$ cat src/common/rbt_pkg.sv
// ==========================================================================
// Shared constants for the registered bus transceiver
package rbt_pkg;

  // ========================================================================
  // Widths and depths
  localparam int RBT_BUS_WIDTH = 8;
  localparam int RBT_FIFO_DEPTH = 16;

  // ========================================================================
  // Clocking and synchroniser figures
  localparam int RBT_CORE_CLK_MHZ = 200;
  localparam real RBT_CORE_PERIOD_NS = 1000.0 / RBT_CORE_CLK_MHZ;
  localparam int RBT_SYNC_STAGES = 2;

  // ========================================================================
  // Reset values of flops facing the pins
  localparam logic RBT_RST_LEVEL = 1'h0;
  localparam logic RBT_RST_OE_N = 1'h1;
  localparam logic RBT_RST_DRIVE_EN_N = 1'h1;
  localparam logic [RBT_BUS_WIDTH-1:0] RBT_RST_BUS = 8'h00;

endpackage : rbt_pkg

$ cat src/rbt_fifo.sv
`timescale 1ns/10ps
`default_nettype none

// ==========================================================================
// Capture FIFO with a registered output stage
module rbt_fifo #(
  parameter int WIDTH = 8,
  parameter int DEPTH = 16
) (
  input wire logic core_clk,
  input wire logic resetn,
  input wire logic in_valid,
  output logic in_ready,
  input wire logic [WIDTH-1:0] in_data,
  output logic out_valid,
  input wire logic out_ready,
  output logic [WIDTH-1:0] out_data
);

  localparam int PW = $clog2(DEPTH);
  localparam int CW = $clog2(DEPTH + 1);

  logic [WIDTH-1:0] mem_ff [DEPTH];
  logic [PW-1:0] wr_ptr_ff;
  logic [PW-1:0] rd_ptr_ff;
  logic [CW-1:0] count_ff;
  logic out_valid_ff;
  logic [WIDTH-1:0] out_data_ff;
  logic push;
  logic pop;

  // ========================================================================
  // Handshake terms
  assign in_ready = (count_ff != CW'(DEPTH));
  assign push = in_valid && in_ready;
  // Output stage refills whenever it is empty or being taken
  assign pop = (count_ff != '0) && (!out_valid_ff || out_ready);

  // ========================================================================
  // Storage; no reset, contents only matter once written
  always_ff @(posedge core_clk) begin
    if (push) begin
      mem_ff[wr_ptr_ff] <= in_data;
    end
  end

  always_ff @(posedge core_clk or negedge resetn) begin
    if (!resetn) begin
      wr_ptr_ff <= '0;
      rd_ptr_ff <= '0;
      count_ff <= '0;
    end else begin
      if (push) begin
        wr_ptr_ff <= (wr_ptr_ff == PW'(DEPTH - 1)) ? '0 : wr_ptr_ff + 1'b1;
      end
      if (pop) begin
        rd_ptr_ff <= (rd_ptr_ff == PW'(DEPTH - 1)) ? '0 : rd_ptr_ff + 1'b1;
      end
      if (push && !pop) begin
        count_ff <= count_ff + 1'b1;
      end else if (pop && !push) begin
        count_ff <= count_ff - 1'b1;
      end
    end
  end

  // ========================================================================
  // Registered output stage
  always_ff @(posedge core_clk or negedge resetn) begin
    if (!resetn) begin
      out_valid_ff <= 1'b0;
      out_data_ff <= '0;
    end else if (pop) begin
      out_valid_ff <= 1'b1;
      out_data_ff <= mem_ff[rd_ptr_ff];
    end else if (out_ready) begin
      out_valid_ff <= 1'b0;
    end
  end

  assign out_valid = out_valid_ff;
  assign out_data = out_data_ff;

endmodule : rbt_fifo

`default_nettype wire

$ cat src/rbt_transceiver.sv
`timescale 1ns/10ps
`default_nettype none

module rbt_transceiver
  import rbt_pkg::*;
#(
  parameter int WIDTH = RBT_BUS_WIDTH,
  parameter int FIFO_DEPTH = RBT_FIFO_DEPTH
) (
  input wire logic core_clk,
  input wire logic resetn,
  input wire logic a_to_b_capture_clock,
  input wire logic b_to_a_capture_clock,
  input wire logic drive_en_n,
  input wire logic dir,
  input wire logic a_output_source_select,
  input wire logic b_output_source_select,
  input wire logic [WIDTH-1:0] a_bus_in,
  output logic [WIDTH-1:0] a_bus_out,
  output logic a_bus_oe_n,
  input wire logic [WIDTH-1:0] b_bus_in,
  output logic [WIDTH-1:0] b_bus_out,
  output logic b_bus_oe_n,
  output logic a_to_b_captured,
  output logic b_to_a_captured,
  output logic [WIDTH-1:0] cap_data,
  output logic cap_valid,
  input wire logic cap_ready,
  output logic cap_overflow,
  input wire logic cap_overflow_clear
);

  // ========================================================================
  // Declarations
  logic [RBT_SYNC_STAGES-1:0] clk_ab_sync_ff;
  logic [RBT_SYNC_STAGES-1:0] clk_ba_sync_ff;
  logic clk_ab_prev_ff;
  logic clk_ba_prev_ff;
  logic [RBT_SYNC_STAGES-1:0] drive_en_n_sync_ff;
  logic [RBT_SYNC_STAGES-1:0] dir_sync_ff;
  logic [RBT_SYNC_STAGES-1:0] sel_a_sync_ff;
  logic [RBT_SYNC_STAGES-1:0] sel_b_sync_ff;
  logic [WIDTH-1:0] a_live;
  logic [WIDTH-1:0] b_live;
  logic [WIDTH-1:0] a_to_b_reg_ff;
  logic [WIDTH-1:0] b_to_a_reg_ff;
  logic capture_ab;
  logic capture_ba;
  logic drive_active;
  logic drive_a;
  logic drive_b;
  logic [WIDTH-1:0] nxt_a_bus_out;
  logic [WIDTH-1:0] nxt_b_bus_out;
  logic [WIDTH-1:0] a_bus_out_ff;
  logic [WIDTH-1:0] b_bus_out_ff;
  logic a_bus_oe_n_ff;
  logic b_bus_oe_n_ff;
  logic a_to_b_captured_ff;
  logic b_to_a_captured_ff;
  logic fifo_in_ready;
  logic cap_overflow_ff;

  // ========================================================================
  // Control pin synchronisers
  // Every control but cap_ready and cap_overflow_clear comes from outside core_clk, so those pass two flops
  always_ff @(posedge core_clk or negedge resetn) begin
    if (!resetn) begin
      clk_ab_sync_ff <= '0;
      clk_ab_prev_ff <= RBT_RST_LEVEL;
    end else begin
      clk_ab_sync_ff <= {clk_ab_sync_ff[0], a_to_b_capture_clock};
      clk_ab_prev_ff <= clk_ab_sync_ff[RBT_SYNC_STAGES-1];
    end
  end

  // A capture clock high at reset release reads as an edge
  always_ff @(posedge core_clk or negedge resetn) begin
    if (!resetn) begin
      clk_ba_sync_ff <= '0;
      clk_ba_prev_ff <= RBT_RST_LEVEL;
    end else begin
      clk_ba_sync_ff <= {clk_ba_sync_ff[0], b_to_a_capture_clock};
      clk_ba_prev_ff <= clk_ba_sync_ff[RBT_SYNC_STAGES-1];
    end
  end

  // Enable resets inactive so nothing is driven while the pipe refills
  always_ff @(posedge core_clk or negedge resetn) begin
    if (!resetn) begin
      drive_en_n_sync_ff <= {RBT_SYNC_STAGES{RBT_RST_DRIVE_EN_N}};
    end else begin
      drive_en_n_sync_ff <= {drive_en_n_sync_ff[0], drive_en_n};
    end
  end

  always_ff @(posedge core_clk or negedge resetn) begin
    if (!resetn) begin
      dir_sync_ff <= '0;
    end else begin
      dir_sync_ff <= {dir_sync_ff[0], dir};
    end
  end

  always_ff @(posedge core_clk or negedge resetn) begin
    if (!resetn) begin
      sel_a_sync_ff <= '0;
    end else begin
      sel_a_sync_ff <= {sel_a_sync_ff[0], a_output_source_select};
    end
  end

  always_ff @(posedge core_clk or negedge resetn) begin
    if (!resetn) begin
      sel_b_sync_ff <= '0;
    end else begin
      sel_b_sync_ff <= {sel_b_sync_ff[0], b_output_source_select};
    end
  end

  // ========================================================================
  // Capture edge detection
  // Edges are seen only after the second stage, so a pulse shorter than
  // a core clock period may be missed; capture clocks must be slow
  assign capture_ab = clk_ab_sync_ff[RBT_SYNC_STAGES-1] && !clk_ab_prev_ff;
  assign capture_ba = clk_ba_sync_ff[RBT_SYNC_STAGES-1] && !clk_ba_prev_ff;

  // ========================================================================
  // Per-bit channels
  genvar gi;
  generate
    for (gi = 0; gi < WIDTH; gi++) begin : g_channel
      logic [RBT_SYNC_STAGES-1:0] a_sync_ff;
      logic [RBT_SYNC_STAGES-1:0] b_sync_ff;

      // Bus lines are pins, so each bit is synchronised
      always_ff @(posedge core_clk or negedge resetn) begin
        if (!resetn) begin
          a_sync_ff <= '0;
          b_sync_ff <= '0;
        end else begin
          a_sync_ff <= {a_sync_ff[0], a_bus_in[gi]};
          b_sync_ff <= {b_sync_ff[0], b_bus_in[gi]};
        end
      end

      assign a_live[gi] = a_sync_ff[RBT_SYNC_STAGES-1];
      assign b_live[gi] = b_sync_ff[RBT_SYNC_STAGES-1];

      // No reset here: stored data stays undefined until the first edge
      // Capture ignores enable, direction and selects entirely
      always_ff @(posedge core_clk) begin
        if (capture_ab) begin
          a_to_b_reg_ff[gi] <= a_live[gi];
        end
      end

      always_ff @(posedge core_clk) begin
        if (capture_ba) begin
          b_to_a_reg_ff[gi] <= b_live[gi];
        end
      end
    end
  endgenerate

  // Registers hold whenever no edge is seen, driven or not

  // ========================================================================
  // Drive direction
  // Both enables derive from one direction bit, so they can never overlap
  assign drive_active = !drive_en_n_sync_ff[RBT_SYNC_STAGES-1];
  assign drive_a = drive_active && !dir_sync_ff[RBT_SYNC_STAGES-1];
  assign drive_b = drive_active && dir_sync_ff[RBT_SYNC_STAGES-1];

  // ========================================================================
  // Output source selection
  // The live path is registered, so it lags the far bus by three cycles
  always_comb begin
    nxt_a_bus_out = b_live;
    if (sel_a_sync_ff[RBT_SYNC_STAGES-1]) begin
      nxt_a_bus_out = b_to_a_reg_ff;
    end
  end

  always_comb begin
    nxt_b_bus_out = a_live;
    if (sel_b_sync_ff[RBT_SYNC_STAGES-1]) begin
      nxt_b_bus_out = a_to_b_reg_ff;
    end
  end

  // ========================================================================
  // Bus output flops
  always_ff @(posedge core_clk or negedge resetn) begin
    if (!resetn) begin
      a_bus_out_ff <= RBT_RST_BUS;
    end else begin
      a_bus_out_ff <= nxt_a_bus_out;
    end
  end

  always_ff @(posedge core_clk or negedge resetn) begin
    if (!resetn) begin
      b_bus_out_ff <= RBT_RST_BUS;
    end else begin
      b_bus_out_ff <= nxt_b_bus_out;
    end
  end

  // Both enables update on one edge, so a direction swap never overlaps
  always_ff @(posedge core_clk or negedge resetn) begin
    if (!resetn) begin
      a_bus_oe_n_ff <= RBT_RST_OE_N;
    end else begin
      a_bus_oe_n_ff <= !drive_a;
    end
  end

  always_ff @(posedge core_clk or negedge resetn) begin
    if (!resetn) begin
      b_bus_oe_n_ff <= RBT_RST_OE_N;
    end else begin
      b_bus_oe_n_ff <= !drive_b;
    end
  end

  // ========================================================================
  // Capture event strobes
  // Strobes rise on the edge that loads the register
  always_ff @(posedge core_clk or negedge resetn) begin
    if (!resetn) begin
      a_to_b_captured_ff <= 1'b0;
    end else begin
      a_to_b_captured_ff <= capture_ab;
    end
  end

  always_ff @(posedge core_clk or negedge resetn) begin
    if (!resetn) begin
      b_to_a_captured_ff <= 1'b0;
    end else begin
      b_to_a_captured_ff <= capture_ba;
    end
  end

  // ========================================================================
  // Captured A-to-B words stream out through the FIFO
  // Captures cannot be stalled, so a full FIFO drops the word and flags it
  rbt_fifo #(
    .WIDTH(WIDTH),
    .DEPTH(FIFO_DEPTH)
  ) rbt_fifo_i (
    .core_clk(core_clk),
    .resetn(resetn),
    .in_valid(capture_ab),
    .in_ready(fifo_in_ready),
    .in_data(a_live),
    .out_valid(cap_valid),
    .out_ready(cap_ready),
    .out_data(cap_data)
  );

  // Set wins over a clear in the same cycle
  always_ff @(posedge core_clk or negedge resetn) begin
    if (!resetn) begin
      cap_overflow_ff <= 1'b0;
    end else if (capture_ab && !fifo_in_ready) begin
      cap_overflow_ff <= 1'b1;
    end else if (cap_overflow_clear) begin
      cap_overflow_ff <= 1'b0;
    end
  end

  // ========================================================================
  // Output assignments
  assign a_bus_out = a_bus_out_ff;
  assign b_bus_out = b_bus_out_ff;
  assign a_bus_oe_n = a_bus_oe_n_ff;
  assign b_bus_oe_n = b_bus_oe_n_ff;
  assign a_to_b_captured = a_to_b_captured_ff;
  assign b_to_a_captured = b_to_a_captured_ff;
  assign cap_overflow = cap_overflow_ff;

endmodule : rbt_transceiver

`default_nettype wire

$ cat config.mk
export PLATFORM = sky130hd
export DESIGN_NAME = rbt_transceiver
export DESIGN_NICKNAME = d
export VERILOG_FILES = /design/src/common/rbt_pkg.sv /design/src/rbt_fifo.sv /design/src/rbt_transceiver.sv
export SDC_FILE = /design/constraint.sdc
export NUM_CORES = 1
export LEC_CHECK = 0
export ABC_CLOCK_PERIOD_IN_PS = 5500
export BUFFER_PORTS_ARGS = -buffer_cell sky130_fd_sc_hd__buf_4
export CELL_PAD_IN_SITES_DETAIL_PLACEMENT = 1
export CELL_PAD_IN_SITES_GLOBAL_PLACEMENT = 1
export CORE_MARGIN = 2
export CORE_UTILIZATION = 56
export CTS_CLUSTER_DIAMETER = 30
export DETAILED_ROUTE_END_ITERATION = 6
export GPL_TIMING_DRIVEN = 0
export HOLD_SLACK_MARGIN = 0.1
export PLACE_DENSITY = 0.9
export SETUP_SLACK_MARGIN = 0.15
export SYNTH_ARGS = -nofsm -noshare
export SYNTH_HDL_FRONTEND = slang
export SYNTH_SLANG_ARGS = --single-unit
$ cat constraint.sdc
create_clock -name core_clk -period 5.5 [get_ports core_clk]
set_input_delay 0.825 -clock core_clk [delete_from_list [all_inputs] [get_ports core_clk]]
set_output_delay 0.825 -clock core_clk [all_outputs]
set_load 0.02 [all_outputs]
Word-level counts from Yosys, hierarchy flattened
Memory sizes are Yosys's and may differ from the RTL's. A register that Yosys moved wholly into a read port is not among the register bits.
Cells that the tools add are included.
{"block": "word_totals", "mem_bits_ro": 0, "regBits": 97, "n_memories": 1, "latch_bits": 0, "inputBits": 26, "mem_bits_rw": 128, "out_inout_bits": 30}
{"block": "op_classes", "bitwise_logic": 0, "multipliers": 0, "n_mux": 12, "order_cmp": 0, "n_div": 0, "add_sub_neg": 4, "eq_ne": 3, "shift": 0, "n_reduce_logical": 25}
{"name": "rbt_fifo_i.mem_ff", "depth": 16, "word_bits": 8, "read_ports": 1, "rd_ports_with_merged_regs": 1, "write_ports": 1, "line": "rbt_fifo.sv:23", "rtl": "logic [WIDTH-1:0] mem_ff [DEPTH];"}
{"op": "two-way mux 8 bit", "n": 2}
{"op": "logical NOT 1 bit", "n": 11}
{"op": "two-way mux 5 bit", "n": 2}
{"op": "logical AND 1 bit", "n": 9}
{"op": "adder 4 x 1 -> 4 bit, second input constant", "n": 2}
{"op": "equality test 4 bit, second input constant", "n": 2}
{"op": "two-way mux 4 bit", "n": 2}
{"op": "two-way mux 1 bit", "n": 6}
{"op": "nonzero test 2 bit", "n": 3}
{"op": "adder 5 x 1 -> 5 bit, second input constant", "n": 1}
{"op": "!= test 5 bit, second input constant", "n": 1}
{"op": "nonzero test 5 bit", "n": 1}
{"op": "subtractor 5 x 1 -> 5 bit, second input constant", "n": 1}
{"op": "logical OR 1 bit", "n": 1}

Longest topological paths before layout
{"block": "logic_depth", "depth_word": 7, "ltp_mapped": 11, "mapped_depth_nobuf": 10}

Hierarchy
Synthesis repeated with hierarchy kept, for this count alone.
{"block": "hier_totals", "hier_cells": 476, "hier_area_um2": 8534.4}
{"mod": "rbt_fifo", "n_inst": 1, "cells_per_inst": 368, "seq_area_each_um2": 4394.2, "area_per_inst_um2": 6068.3}
{"mod": "rbt_transceiver", "n_inst": 1, "cells_per_inst": 108, "seq_area_each_um2": 2162.1, "area_per_inst_um2": 2466.1}

Worst setup path before layout
No wires, ideal clock.
{"block": "synth_path", "path_kind": "register to register", "startpoint": "reg rbt_fifo_i.count_ff[0]", "endpoint": "reg rbt_fifo_i.count_ff[4]", "required_time_ns": 5.420, "synth_period_minus_slack_ns": 2.829, "setup_slack_ns": 2.671, "stages_incl_launch_ff": 12, "arrival_ns": 2.749, "setup_time_ns": 0.080, "cell_sequence": "dfrtp_1 > or4_4 > o21a_1 > buf_2 > inv_1 > ha_1 > inv_1 > fa_1 > a21o_1 > a21oi_1 > mux2i_1 > xnor2_1"}
{"block": "synth_via", "elab_chain_len": 5}
{"item": "start, declared", "line": "rbt_fifo.sv:26", "rtl": "logic [CW-1:0] count_ff;"}
{"item": "start signal, assigned", "line": "rbt_fifo.sv:60", "rtl": "count_ff <= count_ff + 1'b1;"}
{"item": "start signal, assigned", "line": "rbt_fifo.sv:62", "rtl": "count_ff <= count_ff - 1'b1;"}
{"item": "parallel branches: the longest is 5 deep, another holds subtractor 5 x 1 -> 5 bit"}
Parallel ways; which one is timed is not known. The select of a mux whose other input is x is not followed.
A chain may end at the register's enable or synchronous reset.

Worst setup path after layout
{"block": "layout_path", "startpoint": "reg clk_ab_prev_ff", "endpoint": "reg rbt_fifo_i.count_ff[4]"}
{"block": "layout_via", "elab_chain_len": 6}
{"item": "start, declared", "line": "rbt_transceiver.sv:37", "rtl": "logic clk_ab_prev_ff;"}
{"item": "start signal, assigned", "line": "rbt_transceiver.sv:72", "rtl": "clk_ab_prev_ff <= clk_ab_sync_ff[RBT_SYNC_STAGES-1];"}
{"item": "logical NOT 1 bit *", "line": "rbt_transceiver.sv:124", "rtl": "assign capture_ab = clk_ab_sync_ff[RBT_SYNC_STAGES-1] && !clk_ab_prev_ff;"}
{"item": "logical AND 1 bit *", "line": "rbt_transceiver.sv:124"}
{"item": "net capture_ab", "line": "rbt_transceiver.sv:47", "rtl": "logic capture_ab;"}
{"item": "logical AND 1 bit *", "line": "rbt_fifo.sv:35", "rtl": "assign push = in_valid && in_ready;"}
{"item": "net rbt_fifo_i.push", "line": "rbt_fifo.sv:29", "rtl": "logic push;"}
{"item": "logical NOT 1 bit", "line": "rbt_fifo.sv:61", "rtl": "end else if (pop && !push) begin"}
{"item": "logical AND 1 bit", "line": "rbt_fifo.sv:61"}
{"item": "nonzero test 2 bit (no source line)"}
The timed path passes the listed nets; every way through them passes the cells marked *.

==> Implementation_results.wiki <==
{| class="wikitable"
! Metric !! Value
|-
| R2r startpoint || clk_ab_prev_ff$_DFF_PN0_
|-
| Final cell utilization of the core || 72.0%
|-
| Setup repair after global routing missed its margin || false
|-
| Port Buffer Count || 55
|-
| CTS resizes || 0
|-
| Average cell area after synthesis || 20.3 um2
|-
| Leakage power figure || 4.03 nW
|-
| Worst voltage drop across the vdd grid || 0.360 mV
|-
| Number of distinct library cell variants in the gate-level netlist after synthesis || 41
|-
| Layout Skew || 20.2 ps
|-
| Chip Width || 127 um
|-
| Overall overflow remaining after global route || 0
|-
| Clock root buffer master || clkbuf_16
|-
| Startpoint of the tightest hold check path || g_channel[0].b_sync_ff[0]$_DFF_PN0_
|-
| Post-CTS setup buffer count || 0
|-
| Maximum achievable frequency || approximately 270 MHz
|-
| CP Launch Type || register
|-
| Count of antenna-violating nets left after detailed routing || 0
|-
| Register area share after synthesis || roughly 77%
|-
| Buffers & Inverters on Critical Path || 2
|-
| Data arrival time at the worst-slack endpoint || 4110 ps
|-
| Initial DRC count || 354
|-
| Average wire per standard cell || 29.2 um
|-
| Placer congestion estimate || 0.779
|-
| Effective utilization at floorplan || 57.8%
|-
| Number of global-route vias before repair || 5134
|-
| Number of register bits inferred by synthesis || 233
|-
| FFs w/ async S/R, synth || 38.2%
|-
| Count of unresolved DRC violations after routing || 0
|-
| PD cells || 568 nW/um2
|-
| Clock net sink count || 233
|-
| Classification of the worst setup path || register to register
|-
| Level count of the clock H-tree || 2
|-
| Worst path cell trace || nor2b_1 > a21boi_0 > buf_2 > ha_1 > inv_1 > fa_1 > a21o_1 > a21oi_1 > mux2i_1 > xnor2_1
|-
| Dpl cells || 656
|-
| Clk buf depth || 3
|-
| Average vias per placed instance || 6.01
|-
| Clock latency at the later pin of the worst-skew pair || 510 ps
|-
| Clock tree from TritonCTS || done
|-
| Worst setup startpoint || clk_ab_prev_ff$_DFF_PN0_
|-
| Overall fraction of global-route tracks in use || 28.3%
|-
| CP Data Required Time || 5940 ps
|-
| Worst hold slack || 343 ps
|-
| Detailed-router iteration count before antenna repair || 4
|-
| Clock slew seen by the registers of the worst setup and hold paths || approximately 60 ps
|-
| Most repeated cell in the gate-level netlist after synthesis || edfxtp_1
|-
| DIE HEIGHT || between 100 and 150 um
|-
| Slowest stage cell on the critical path || nor2b_1
|-
| Maximum number of pins on one net before global-route repair || 90
|-
| Number of cell rows || 44
|-
| Max-Slew Margin vs Limit || 25.8%
|-
| Slew of the pin with the lowest slew margin || 1110 ps
|-
| Maximum fanout along the worst path || 11
|-
| Path class of the lowest-slack min-delay path || register to register
|-
| Largest cells by area after synthesis || edfxtp_1 (51%), dfrtp_1 (25%), mux4_2 (5.6%), mux4_1 (3.4%), mux2_2 (3.3%)
|-
| Top delay family on crit path || compound AO/OA/AOI/OAI gates
|-
| Period minus WS final || 3670 ps
|-
| Die area || 16100 um2
|-
| Number of synthesis warnings || 0
|-
| Non-Filler Instances || 731
|-
| Count of fill cells added during filler insertion || 1127
|-
| Largest stage delay on the critical path || 780 ps
|-
| Result of the run || finished, final reports clean
|-
| Total negative setup slack || 0 ps
|-
| Total detailed-routing wirelength || 21.4 mm
|-
| Count of endpoints failing hold in the final timing report || 0
|-
| Synth Flop Type || edfxtp_1
|-
| Area Overhead vs Synth || 24.6%
|-
| Net count after synthesis || 453
|-
| CTS Hold Buffers Added || 0
|-
| Antenna diode count || 0
|-
| Max-slew violation count || 0
|-
| Number of vias in the routed layout || about 4.4k
|-
| Biggest area consumer among synthesized cells || edfxtp_1
|-
| Antenna violations before repair || 0
|-
| Post-detail-place hpwl || approximately 12 mm
|-
| Number of enable flip-flop cells after synthesis || between 100 and 150
|-
| Most common library cells after synthesis || edfxtp_1 (144), dfrtp_1 (85), mux2_2 (25)
|-
| Top-Level Pins || 56
|-
| Kind of capture point of the worst setup path || register
|-
| Share of layout cells above drive strength 1 || 34.0%
|-
| Synthesized cell area || about 8500 um2
|-
| Core outline area || 14600 um2
|-
| Total power consumption of the routed design || 5.99 mW
|-
| Area share of the largest cell type after synthesis || 51.1%
|-
| Post-Synthesis Cells || 417
|-
| Number of buffers inserted during clock tree synthesis || 41
|-
| Final period utilization || 66.7%
|-
| Global-route wire length before repair || 32.6 mm
|-
| Number of endpoints failing setup at the final stage || 0
|-
| Number of violations of the max-capacitance limit || 0
|-
| Number of nets in the finished design || 551
|}
## stage by stage
| step | setup slack, ps | area [um2] |
|---|---|---|
| after detailed placement | 2040 | 9100 |
| final | 1830 | 10500 |
| after global placement | 2270 | 9100 |
| after CTS | 1840 | 10500 |
| after global routing | 1650 | 10500 |
| after floorplan | 2670 | 8460 |
## state kept, by name (all words and copies together), names as in the netlist, 4 cells and up
| name | count |
|---|---|
| a_to_b_reg_ff | 8 |
| rbt_fifo_i.wr_ptr_ff | 4 |
| rbt_fifo_i.mem_ff | 128 |
| b_bus_out | 8 |
| rbt_fifo_i.out_data | 8 |
| a_bus_out | 8 |
| g_channel.a_sync_ff | 16 |
| rbt_fifo_i.count_ff | 5 |
| b_to_a_reg_ff | 8 |
| rbt_fifo_i.rd_ptr_ff | 4 |
| g_channel.b_sync_ff | 16 |
## logic make-up (layout without fill, tap and decap cells)
group	count (synthesis)	count (layout)	share of synthesized area (%)
DFF	233	233	77.5
AOI/OAI and AO/OA	42	42	3.05
adders and majority gates	10	10	1.57
and+or+nand+nor	44	44	3.06
muxes	60	60	12.8
buffers and inverters	22	152	1.42
xor gates and xnor gates	6	6	0.621
## report_power, final
part	internal (mW)	switching [mW]
Clock	1.76	0.882
Sequential	2.02	0.153
Combinational	0.534	0.635
## metal layers
metal	GRT usage, %	up-vias	part of all wire, %
li1	-	1838	-
met2	48.3	206	53
met3	6.41	50	6.3
met1	35.0	2297	38
met4	12.9	0	3.1
met5	0	-	0
## cell type report
| type | instances | area [um2] | share of cell area [%] |
|---|---|---|---|
| Inverter | 5 | 18.8 | 0.178 |
| Buffer | 17 | 101 | 0.961 |
| Multi-Input combinational cell | 162 | 1790 | 16.9 |
| Clock inverter | 25 | 294 | 2.79 |
| Clock buffer | 50 | 1140 | 10.8 |
| Tap cell | 184 | 230 | 2.18 |
| Sequential cell | 233 | 6560 | 62.2 |
| Timing Repair Buffer | 55 | 413 | 3.92 |
## final timing paths
path | cells after the start | to | slack [ps]
max | 10 | rbt_fifo_i.count_ff[4]$_DFFE_PN0P_ | 1830
min | 0 | g_channel[0].b_sync_ff[1]$_DFF_PN0_ | 340
max reg2reg | 10 | rbt_fifo_i.count_ff[4]$_DFFE_PN0P_ | 1830
min reg2reg | 0 | g_channel[0].b_sync_ff[1]$_DFF_PN0_ | 340
max in group asynchronous | 1 | g_channel[5].a_sync_ff[1]$_DFF_PN0_ | 4270
min in group asynchronous | 1 | rbt_fifo_i.out_data[1]$_DFFE_PN0P_ | 520
## cells in the final DEF, fill, tap and decap left out, types with 2 or more instances in the layout
master     instances
buf_6              2
dfrtp_1           85
or2_2              2
and3b_1            2
clkinv_4           3
dfstp_2            4
buf_1              2
ha_1               9
a21oi_1           11
mux4_2            21
clkbuf_8           2
edfxtp_1         144
bufinv_16          6
clkinv_2           9
mux2_2            25
nand2b_1           3
clkinv_1           4
nand2_1            7
buf_4             55
nand3_1            4
o21ai_0            6
nor2_1             3
o22ai_1           16
buf_2              5
clkbuf_1          11
mux4_1            11
clkbuf_16         44
inv_1              5
xnor2_1            5
nor2b_1            2
a21o_1             3
and2_1            16
mux2_4             2
Note: power is estimated with default switching activity, not from simulation.
